### src/rtl/nvc_defs.vh
/*
  Constants shared by the nonvolatile SRAM host controller: pin timing
  in nanoseconds, microseconds and milliseconds and derived cycle counts, state codes, command codes.
  Assumes a 125 MHz mclk, so one cycle is 8 ns.

*/
`ifndef NVC_DEFS_VH
`define NVC_DEFS_VH

`define NVC_CLK_NS        8
`define NVC_RC_NS         25
`define NVC_PWE_NS        20
`define NVC_DOE_NS        25
`define NVC_PHSB_NS       15
`define NVC_DELAY_NS      25
`define NVC_HHHD_NS       500
`define NVC_SS_US         100
`define NVC_RECALL_US     200
`define NVC_STORE_MS      8
`define NVC_HRECALL_MS    20

// Least times round up, never under one cycle
`define NVC_CYC_UP(ns)    (((ns) + `NVC_CLK_NS - 1) / `NVC_CLK_NS)
`define NVC_RD_CYC        `NVC_CYC_UP(`NVC_RC_NS)
`define NVC_WR_CYC        `NVC_CYC_UP(`NVC_RC_NS)
`define NVC_WP_CYC        `NVC_CYC_UP(`NVC_PWE_NS)
`define NVC_PHSB_CYC      `NVC_CYC_UP(`NVC_PHSB_NS)
`define NVC_DELAY_CYC     `NVC_CYC_UP(`NVC_DELAY_NS)
`define NVC_HHHD_CYC      `NVC_CYC_UP(`NVC_HHHD_NS)
`define NVC_SS_CYC        (`NVC_SS_US * 1000 / `NVC_CLK_NS)
`define NVC_RECALL_CYC    (`NVC_RECALL_US * 1000 / `NVC_CLK_NS)
`define NVC_STORE_CYC     (`NVC_STORE_MS * 1000000 / `NVC_CLK_NS)
`define NVC_HRECALL_CYC   (`NVC_HRECALL_MS * 1000000 / `NVC_CLK_NS)

`define NVC_CNT_W         22

// Host commands
`define NVC_CMD_READ      2'h0
`define NVC_CMD_WRITE     2'h1
`define NVC_CMD_SEQ       2'h2
`define NVC_CMD_HWSTORE   2'h3

// States
`define NVC_ST_PWRUP      3'h0
`define NVC_ST_IDLE       3'h1
`define NVC_ST_RD         3'h2
`define NVC_ST_WR         3'h3
`define NVC_ST_SEQ        3'h4
`define NVC_ST_SEQWAIT    3'h5
`define NVC_ST_HSPULSE    3'h6
`define NVC_ST_HSBUSY     3'h7

`define NVC_SEQ_LEN       6

`endif

### src/rtl/nvc_host.v
/*
  Host controller for an asynchronous nonvolatile SRAM: drives select,
  write and output strobes, address, data and the store/busy line.
  Runs single reads and writes, six-read software command sequences and
  hardware store requests, then waits out the device's lockout times.
  Assumes the device pins reach it directly; pin inputs are synchronised.
*/
`timescale 1ns/10ps
`include "nvc_defs.vh"
module nvc_host #(
  parameter AW           = 15,
  parameter DW           = 8,
  parameter HRECALL_CYC  = `NVC_HRECALL_CYC,
  parameter STORE_CYC    = `NVC_STORE_CYC,
  parameter RECALL_CYC   = `NVC_RECALL_CYC,
  parameter SS_CYC       = `NVC_SS_CYC
) (
  // Clock and reset
  input  wire              mclk,
  input  wire              rst,
  // User command port
  input  wire              cmd_valid,
  output wire              cmd_ready,
  input  wire [1:0]        cmd_op,
  input  wire [AW-1:0]     cmd_addr,
  input  wire [DW-1:0]     cmd_wdata,
  input  wire [6*AW-1:0]   cmd_seq_addr,
  input  wire              cmd_seq_recall,
  output reg               rsp_valid_q,
  output reg  [DW-1:0]     rsp_rdata_q,
  output wire              nv_busy,
  // Device strobes and address
  output reg               sel_n_q,
  output reg               wr_n_q,
  output reg               oe_n_q,
  output reg  [AW-1:0]     addr_q,
  // Device data pins
  input  wire [DW-1:0]     dq_in,
  output reg  [DW-1:0]     dq_out_q,
  output reg               dq_oe_q,
  // Store request / busy line, open drain
  input  wire              store_request_busy_line_in,
  output wire              store_request_busy_line_out,
  output reg               store_request_busy_line_oe_q
);
  reg [2:0]            st_q;
  reg [`NVC_CNT_W-1:0] cnt_q;
  reg [2:0]            seq_idx_q;
  reg                  seq_rcl_q;
  reg [6*AW-1:0]       seq_addr_q;
  wire                 busy_lvl;
  wire [DW-1:0]        dq_sync;

  assign store_request_busy_line_out = 1'b0;
  assign cmd_ready = (st_q == `NVC_ST_IDLE);
  assign nv_busy   = ~cmd_ready;

  nvc_sync3 #(.RST_VAL(1'b1)) u_busy_sync (
    .mclk    (mclk),
    .rst     (rst),
    .pin_in  (store_request_busy_line_in),
    .level_q (busy_lvl)
  );

  genvar gi;
  generate
    for (gi = 0; gi < DW; gi = gi + 1) begin : g_dq_sync
      nvc_sync3 #(.RST_VAL(1'b0)) u_dq_sync (
        .mclk    (mclk),
        .rst     (rst),
        .pin_in  (dq_in[gi]),
        .level_q (dq_sync[gi])
      );
    end
  endgenerate

  // Picks one command address from the six packed words
  function [AW-1:0] seq_word;
    input [6*AW-1:0] words;
    input [2:0]      idx;
    begin
      seq_word = words[idx*AW +: AW];
    end
  endfunction

  // Counter width chosen for the 20 ms figure at 125 MHz
  localparam integer I_RD   = `NVC_RD_CYC + 3;
  localparam integer I_WR   = `NVC_WR_CYC;
  localparam integer I_WP   = `NVC_WP_CYC;
  localparam integer I_PH   = `NVC_PHSB_CYC;
  localparam integer I_HH   = `NVC_HHHD_CYC + 3;
  localparam integer I_HRC  = HRECALL_CYC;
  localparam integer I_STR  = STORE_CYC;
  localparam integer I_RCL  = RECALL_CYC;
  localparam integer I_SS   = SS_CYC;
  localparam integer I_ONE  = 1;
  localparam integer I_LAST = `NVC_SEQ_LEN - 1;
  localparam [`NVC_CNT_W-1:0] C_RD   = I_RD[`NVC_CNT_W-1:0];
  localparam [`NVC_CNT_W-1:0] C_WR   = I_WR[`NVC_CNT_W-1:0];
  localparam [`NVC_CNT_W-1:0] C_WP   = I_WP[`NVC_CNT_W-1:0];
  localparam [`NVC_CNT_W-1:0] C_PH   = I_PH[`NVC_CNT_W-1:0];
  localparam [`NVC_CNT_W-1:0] C_HH   = I_HH[`NVC_CNT_W-1:0];
  localparam [`NVC_CNT_W-1:0] C_HRC  = I_HRC[`NVC_CNT_W-1:0];
  localparam [`NVC_CNT_W-1:0] C_STR  = I_STR[`NVC_CNT_W-1:0];
  localparam [`NVC_CNT_W-1:0] C_RCL  = I_RCL[`NVC_CNT_W-1:0];
  localparam [`NVC_CNT_W-1:0] C_SS   = I_SS[`NVC_CNT_W-1:0];
  localparam [`NVC_CNT_W-1:0] C_ONE  = I_ONE[`NVC_CNT_W-1:0];
  localparam [2:0]            C_LAST = I_LAST[2:0];

  always @(posedge mclk) begin
    if (rst) begin
      st_q                         <= `NVC_ST_PWRUP;
      cnt_q                        <= {`NVC_CNT_W{1'b0}};
      seq_idx_q                    <= 3'h0;
      seq_rcl_q                    <= 1'b0;
      seq_addr_q                   <= {6*AW{1'b0}};
      rsp_valid_q                  <= 1'b0;
      rsp_rdata_q                  <= {DW{1'b0}};
      sel_n_q                      <= 1'b1;
      wr_n_q                       <= 1'b1;
      oe_n_q                       <= 1'b1;
      addr_q                       <= {AW{1'b0}};
      dq_out_q                     <= {DW{1'b0}};
      dq_oe_q                      <= 1'b0;
      store_request_busy_line_oe_q <= 1'b0;
    end else begin
      rsp_valid_q <= 1'b0;
      case (st_q)
        `NVC_ST_PWRUP: begin
          cnt_q <= cnt_q + C_ONE;
          if (cnt_q >= C_HRC - C_ONE) begin
            cnt_q <= {`NVC_CNT_W{1'b0}};
            st_q  <= `NVC_ST_IDLE;
          end
        end
        `NVC_ST_IDLE: begin
          cnt_q <= {`NVC_CNT_W{1'b0}};
          // access only with busy line high
          if (cmd_valid && busy_lvl) begin
            case (cmd_op)
              `NVC_CMD_READ: begin
                addr_q  <= cmd_addr;
                sel_n_q <= 1'b0;
                oe_n_q  <= 1'b0;
                st_q    <= `NVC_ST_RD;
              end
              `NVC_CMD_WRITE: begin
                // write low in the same cycle as select; output strobe high keeps device float
                addr_q   <= cmd_addr;
                dq_out_q <= cmd_wdata;
                dq_oe_q  <= 1'b1;
                wr_n_q   <= 1'b0;
                sel_n_q  <= 1'b0;
                st_q     <= `NVC_ST_WR;
              end
              `NVC_CMD_SEQ: begin
                seq_addr_q <= cmd_seq_addr;
                seq_rcl_q  <= cmd_seq_recall;
                seq_idx_q  <= 3'h0;
                addr_q     <= seq_word(cmd_seq_addr, 3'h0);
                sel_n_q    <= 1'b0;
                oe_n_q     <= 1'b0;
                st_q       <= `NVC_ST_SEQ;
              end
              default: begin
                store_request_busy_line_oe_q <= 1'b1;
                st_q                         <= `NVC_ST_HSPULSE;
              end
            endcase
          end
        end
        // write strobe held high while reading
        `NVC_ST_RD: begin
          cnt_q <= cnt_q + C_ONE;
          if (cnt_q >= C_RD - C_ONE) begin
            rsp_rdata_q <= dq_sync;
            rsp_valid_q <= 1'b1;
            sel_n_q     <= 1'b1;
            oe_n_q      <= 1'b1;
            st_q        <= `NVC_ST_IDLE;
          end
        end
        `NVC_ST_WR: begin
          cnt_q <= cnt_q + C_ONE;
          if (cnt_q == C_WP - C_ONE) begin
            wr_n_q  <= 1'b1;
            sel_n_q <= 1'b1;
          end
          if (cnt_q >= C_WR) begin
            dq_oe_q <= 1'b0;
            st_q    <= `NVC_ST_IDLE;
          end
        end
        `NVC_ST_SEQ: begin
          cnt_q <= cnt_q + C_ONE;
          if (cnt_q == C_RD - C_ONE) begin
            sel_n_q <= 1'b1;
            oe_n_q  <= 1'b1;
          end
          if (cnt_q >= C_RD) begin
            cnt_q <= {`NVC_CNT_W{1'b0}};
            if (seq_idx_q == C_LAST) begin
              st_q <= `NVC_ST_SEQWAIT;
            end else begin
              seq_idx_q <= seq_idx_q + 3'h1;
              addr_q    <= seq_word(seq_addr_q, seq_idx_q + 3'h1);
              sel_n_q   <= 1'b0;
              oe_n_q    <= 1'b0;
            end
          end
        end
        `NVC_ST_SEQWAIT: begin
          cnt_q <= cnt_q + C_ONE;
          if (cnt_q >= C_SS + (seq_rcl_q ? C_RCL : C_STR) - C_ONE) begin
            cnt_q <= {`NVC_CNT_W{1'b0}};
            st_q  <= `NVC_ST_IDLE;
          end
        end
        `NVC_ST_HSPULSE: begin
          cnt_q <= cnt_q + C_ONE;
          if (cnt_q >= C_PH - C_ONE) begin
            store_request_busy_line_oe_q <= 1'b0;
            cnt_q                        <= {`NVC_CNT_W{1'b0}};
            st_q                         <= `NVC_ST_HSBUSY;
          end
        end
        // wait while device holds line busy
        `NVC_ST_HSBUSY: begin
          cnt_q <= cnt_q + C_ONE;
          // Line high past settle window ends it; skipped store never goes low
          if (cnt_q >= C_HH && busy_lvl) begin
            cnt_q <= {`NVC_CNT_W{1'b0}};
            st_q  <= `NVC_ST_IDLE;
          end else if (cnt_q >= C_HH + C_STR) begin
            cnt_q <= {`NVC_CNT_W{1'b0}};
            st_q  <= `NVC_ST_IDLE;
          end
        end
        default: st_q <= `NVC_ST_IDLE;
      endcase
    end
  end
endmodule // nvc_host

### src/rtl/nvc_sync3.v
/*
  Three-flop input synchroniser with agreement of the last two stages.
  Assumes an asynchronous pin input and one clock domain.
*/
`timescale 1ns/10ps
module nvc_sync3 #(
  parameter RST_VAL = 1'b1
) (
  // Clock and reset
  input  wire mclk,
  input  wire rst,
  // Pin and clean level
  input  wire pin_in,
  output reg  level_q
);
  reg s1_q;
  reg s2_q;
  reg s3_q;

  always @(posedge mclk) begin
    if (rst) begin
      s1_q    <= RST_VAL;
      s2_q    <= RST_VAL;
      s3_q    <= RST_VAL;
      level_q <= RST_VAL;
    end else begin
      s1_q <= pin_in;
      s2_q <= s1_q;
      s3_q <= s2_q;
      // Change counts only once stages two and three agree
      if (s2_q == s3_q)
        level_q <= s3_q;
    end
  end
endmodule // nvc_sync3

### config.mk
export PLATFORM = sky130hd
export DESIGN_NAME = nvc_host
export DESIGN_NICKNAME = d
export VERILOG_FILES = /design/src/rtl/nvc_host.v /design/src/rtl/nvc_sync3.v
export VERILOG_INCLUDE_DIRS = /design/src /design/src/rtl
export SDC_FILE = /design/constraint.sdc
export NUM_CORES = 1
export LEC_CHECK = 0
export BUFFER_PORTS_ARGS = -buffer_cell sky130_fd_sc_hd__buf_4
export CORE_MARGIN = 3
export CORE_UTILIZATION = 55
export DETAILED_ROUTE_END_ITERATION = 12
export PLACE_DENSITY = 0.87
export SLEW_MARGIN = 10
export SYNTH_ARGS = -nofsm -noshare
export SYNTH_HDL_FRONTEND = slang
export SYNTH_SLANG_ARGS = --single-unit
### constraint.sdc
create_clock -name mclk -period 2.41 [get_ports mclk]
set_input_delay 0 -clock mclk [delete_from_list [all_inputs] [get_ports mclk]]
set_output_delay 0 -clock mclk [all_outputs]
set_load 0.05 [all_outputs]
==> metrics.cfg <==
[outcome]
outcome=complete, no violations

[timing]
hold_ws_ns=0.04012
setup_viol_count_final=0
hold_viol_final=0
worst_slew_pin_slew_ns=0.6761
skew_ns=0.01175
fmax_mhz=440.1
post-route-period-util=0.9428
relSlewSlack=0.5492
period_needed_ns=2.272
fin_ws_ns=0.1380
rsz0062_at_grt=yes
fin_setup_tns_ns=0
slew_viol_final=0

[critical_path]
criticalPathCategory=reg -> reg
path_cells=nand2b_1, nand2b_4, clkinvlp_4, nand3_1, nor2_2, buf_4, mux2i_1, nor2_1, dlygate4sd3_1
endpoint_kind=flip-flop
reg2regPathDepth=9
worst_ep_required_time_ns=2.73
arrival_ns=2.60
slowest_delay_ns=0.57
r2r_slack_ns=0.14
cp.buffers_inverters=3
r2r-start=st_q[0]$_SDFFE_PP0P_
slowest_stage=dlygate4sd3_1
cp_top_family=buffers and inverters
timing.rr.end=dq_out_q[2]$_SDFFE_PP0P_
crit_path_end=dq_out_q[2]$_SDFFE_PP0P_
crit_start=st_q[0]$_SDFFE_PP0P_
worstSetupPathDepth=9
critPathLaunchType=flip-flop
crit_fanout=10

[layout]
nNetsFinal=1431
final_layout_size_suffix_gt1_frac=0.2125
postLayoutCellArea_um2=11880
fin_util=0.7992
fillers=867
area.growth.synth_to_final_pct=39.02
stdcell_count=1484

[grt]
grt_usage=0.3301
grt-ovfl-total=0
grt_pass1_wl_mm=44.17
grt_pass1_vias=8637
grt_max_degree=150
antenna_found_initial=0

[drt]
num_vias=8826
dr.pass1.iters=7
viasPerCell=5.947
routed-wl-met3_mm=2.747
top_layer=met4
first_iter_violations=1051
wirelength_mm=28.65
wl_per_cell_um=19.30
drtAntennaViolNets=0
wl_met1_mm=11.10
drc=0
wl_met2_mm=13.59

[placed_design]
io_buffer_count=166
dpl_cell_area_um2=10040
dp.cells=1334
place.gp.congestion=0.8856
dp_hpwl_mm=16.46
post-place-ws_ns=0.04682

[clock_network]
postCtsSetupBuffers=0
htree_levels=4
clock_path_buffers=2
cts_sinks=192
cts_tree=built
cts_root_buf=clkbuf_16
path_clk_slew_ns=0.08
clock_latency_ns=0.44
cts_buffers=17

[synth]
synthCells=1027
synth.most_common_cell=nand2_1
yosys_warnings=0
synthArstFlopShare=0
avgSynthCellArea_um2=8.320
yosys-top-cells-count=224 x nand2_1, 192 x dfxtp_1, 136 x a21oi_1
syn_nets=1172
synth-edff-count=0
seq_area_frac_synth=0.4498
yosysUniqueCellTypes=67
post-synth-top-area-cell=dfxtp_1
synth_top_area_frac=0.4498
synth_seq_cells=192
synth.top_cells.by_area=dfxtp_1 45%, nand2_1 9.8%, a21oi_1 8.0%
syn_area_um2=8544
yosys_most_used_dff=dfxtp_1

[floorplan]
core_area_um2=14860
die_y_um=130.6
fp-row-count=44
dieWidth_um=130.6
die-area_um2=17070
start_util=0.5748
io-pin-count=168

[power_and_ir_drop]
p_leak_nw=4.818
ir_worst_vdd_v=0.0005612
powerDensity_nw_per_um2=719.5
fin_total_pwr_mw=8.547

[worst_hold_path]
hp-class=in -> reg

[job]
maxCapViolations=0

==> layout make-up <==
type                       instances  area [um^2]  share of cell area
multi-input combinational        747         4344              0.3657
sequential                       192         3846              0.3238
timing repair buffer             317         2774              0.2335
clock buffer                      17        425.4             0.03581
tap                              184        230.2             0.01938
clock inverter                    15        211.5             0.01780
inverter                          11        45.04            0.003792
antenna                            1        2.502           0.0002107
==> cells by family after synthesis <==
group                    Yosys count  synth area share
XOR/XNOR                          21           0.02153
AO/OA/AOI/OAI                    248            0.1765
AND/OR/NAND/NOR                  411            0.2186
other                              1         0.0004389
buffers and inverters             88           0.04642
multiplexers                      49           0.06179
adder cells (fa/ha/maj)           17           0.02489
flip-flops                       192            0.4498
==> registers in the layout, indices dropped and copies added, names as in the netlist, 3 cells and up <==
| name | flops |
|---|---|
| cnt_q | 22 |
| g_dq_sync.u_dq_sync.s1_q | 8 |
| g_dq_sync.u_dq_sync.s2_q | 8 |
| seq_idx_q | 3 |
| rsp_rdata_q | 8 |
| seq_addr_q | 90 |
| st_q | 3 |
| g_dq_sync.u_dq_sync.s3_q | 8 |
| addr_q | 15 |
| g_dq_sync.u_dq_sync.level_q | 8 |
| dq_out_q | 8 |
==> power by group <==
group          leakage, nW  internal [mW]  switching (mW)  total [mW]
sequential            1.55           3.34           0.135        3.48
combinational         2.96          0.838            1.20        2.03
clock                0.306           1.61            1.42        3.03
total                 4.82           5.80            2.75        8.55
==> tightest hold or removal path: cells and delay by family <==
kind | cells | cell delay [ns]
compound gates | 2 | 0.19
buf+inv | 1 | 0.11
mux | 1 | 0.13
==> placed cells by master (no fill, tap or decap), drive strengths merged, types with 4 or more instances in the layout <==
cell type	count
a211o	16
nor4	4
dlygate4sd3	116
a21oi	143
nand3	13
nand4	8
mux2i	46
or3	4
inv	19
nor3b	13
clkbuf	18
ha	17
xor2	10
dfxtp	192
a221oi	15
buf	200
a31oi	5
nand2b	8
o211ai	4
o22ai	12
xnor2	11
nor2b	29
o21ai	33
nor3	16
nor2	73
nand2	232
==> layer usage <==
layer  up-vias  track usage
met5         -            0
met4         0       0.1343
met3       118       0.1037
met2       532       0.5452
met1      4118       0.4011
li1       4058            -
==> repair_timing <==
action,in CTS,in global routing
hold endpoints to repair,119,0
gates resized for setup,0,11
hold buffers,116,0
endpoints found under the setup margin,0,25
==> worst min-delay path by stage <==
| stage | from | to | slack [ns] | cells past startpoint |
|---|---|---|---|---|
| 6_report | cmd_addr[3] | addr_q[3]$_SDFFE_PP0P_ | 0.04 | 4 |
| 2_1_floorplan | store_request_busy_line_in | u_busy_sync.s1_q$_SDFF_PP1_ | 0.10 | 1 |
| 3_3_place_gp | store_request_busy_line_in | u_busy_sync.s1_q$_SDFF_PP1_ | 0.20 | 2 |
| 4_1_cts | cmd_addr[12] | addr_q[12]$_SDFFE_PP0P_ | 0.02 | 4 |
| 3_5_place_dp | store_request_busy_line_in | u_busy_sync.s1_q$_SDFF_PP1_ | 0.20 | 2 |
| 5_1_grt | cmd_addr[3] | addr_q[3]$_SDFFE_PP0P_ | 0.03 | 4 |
Power figures use the tool's default switching activity.
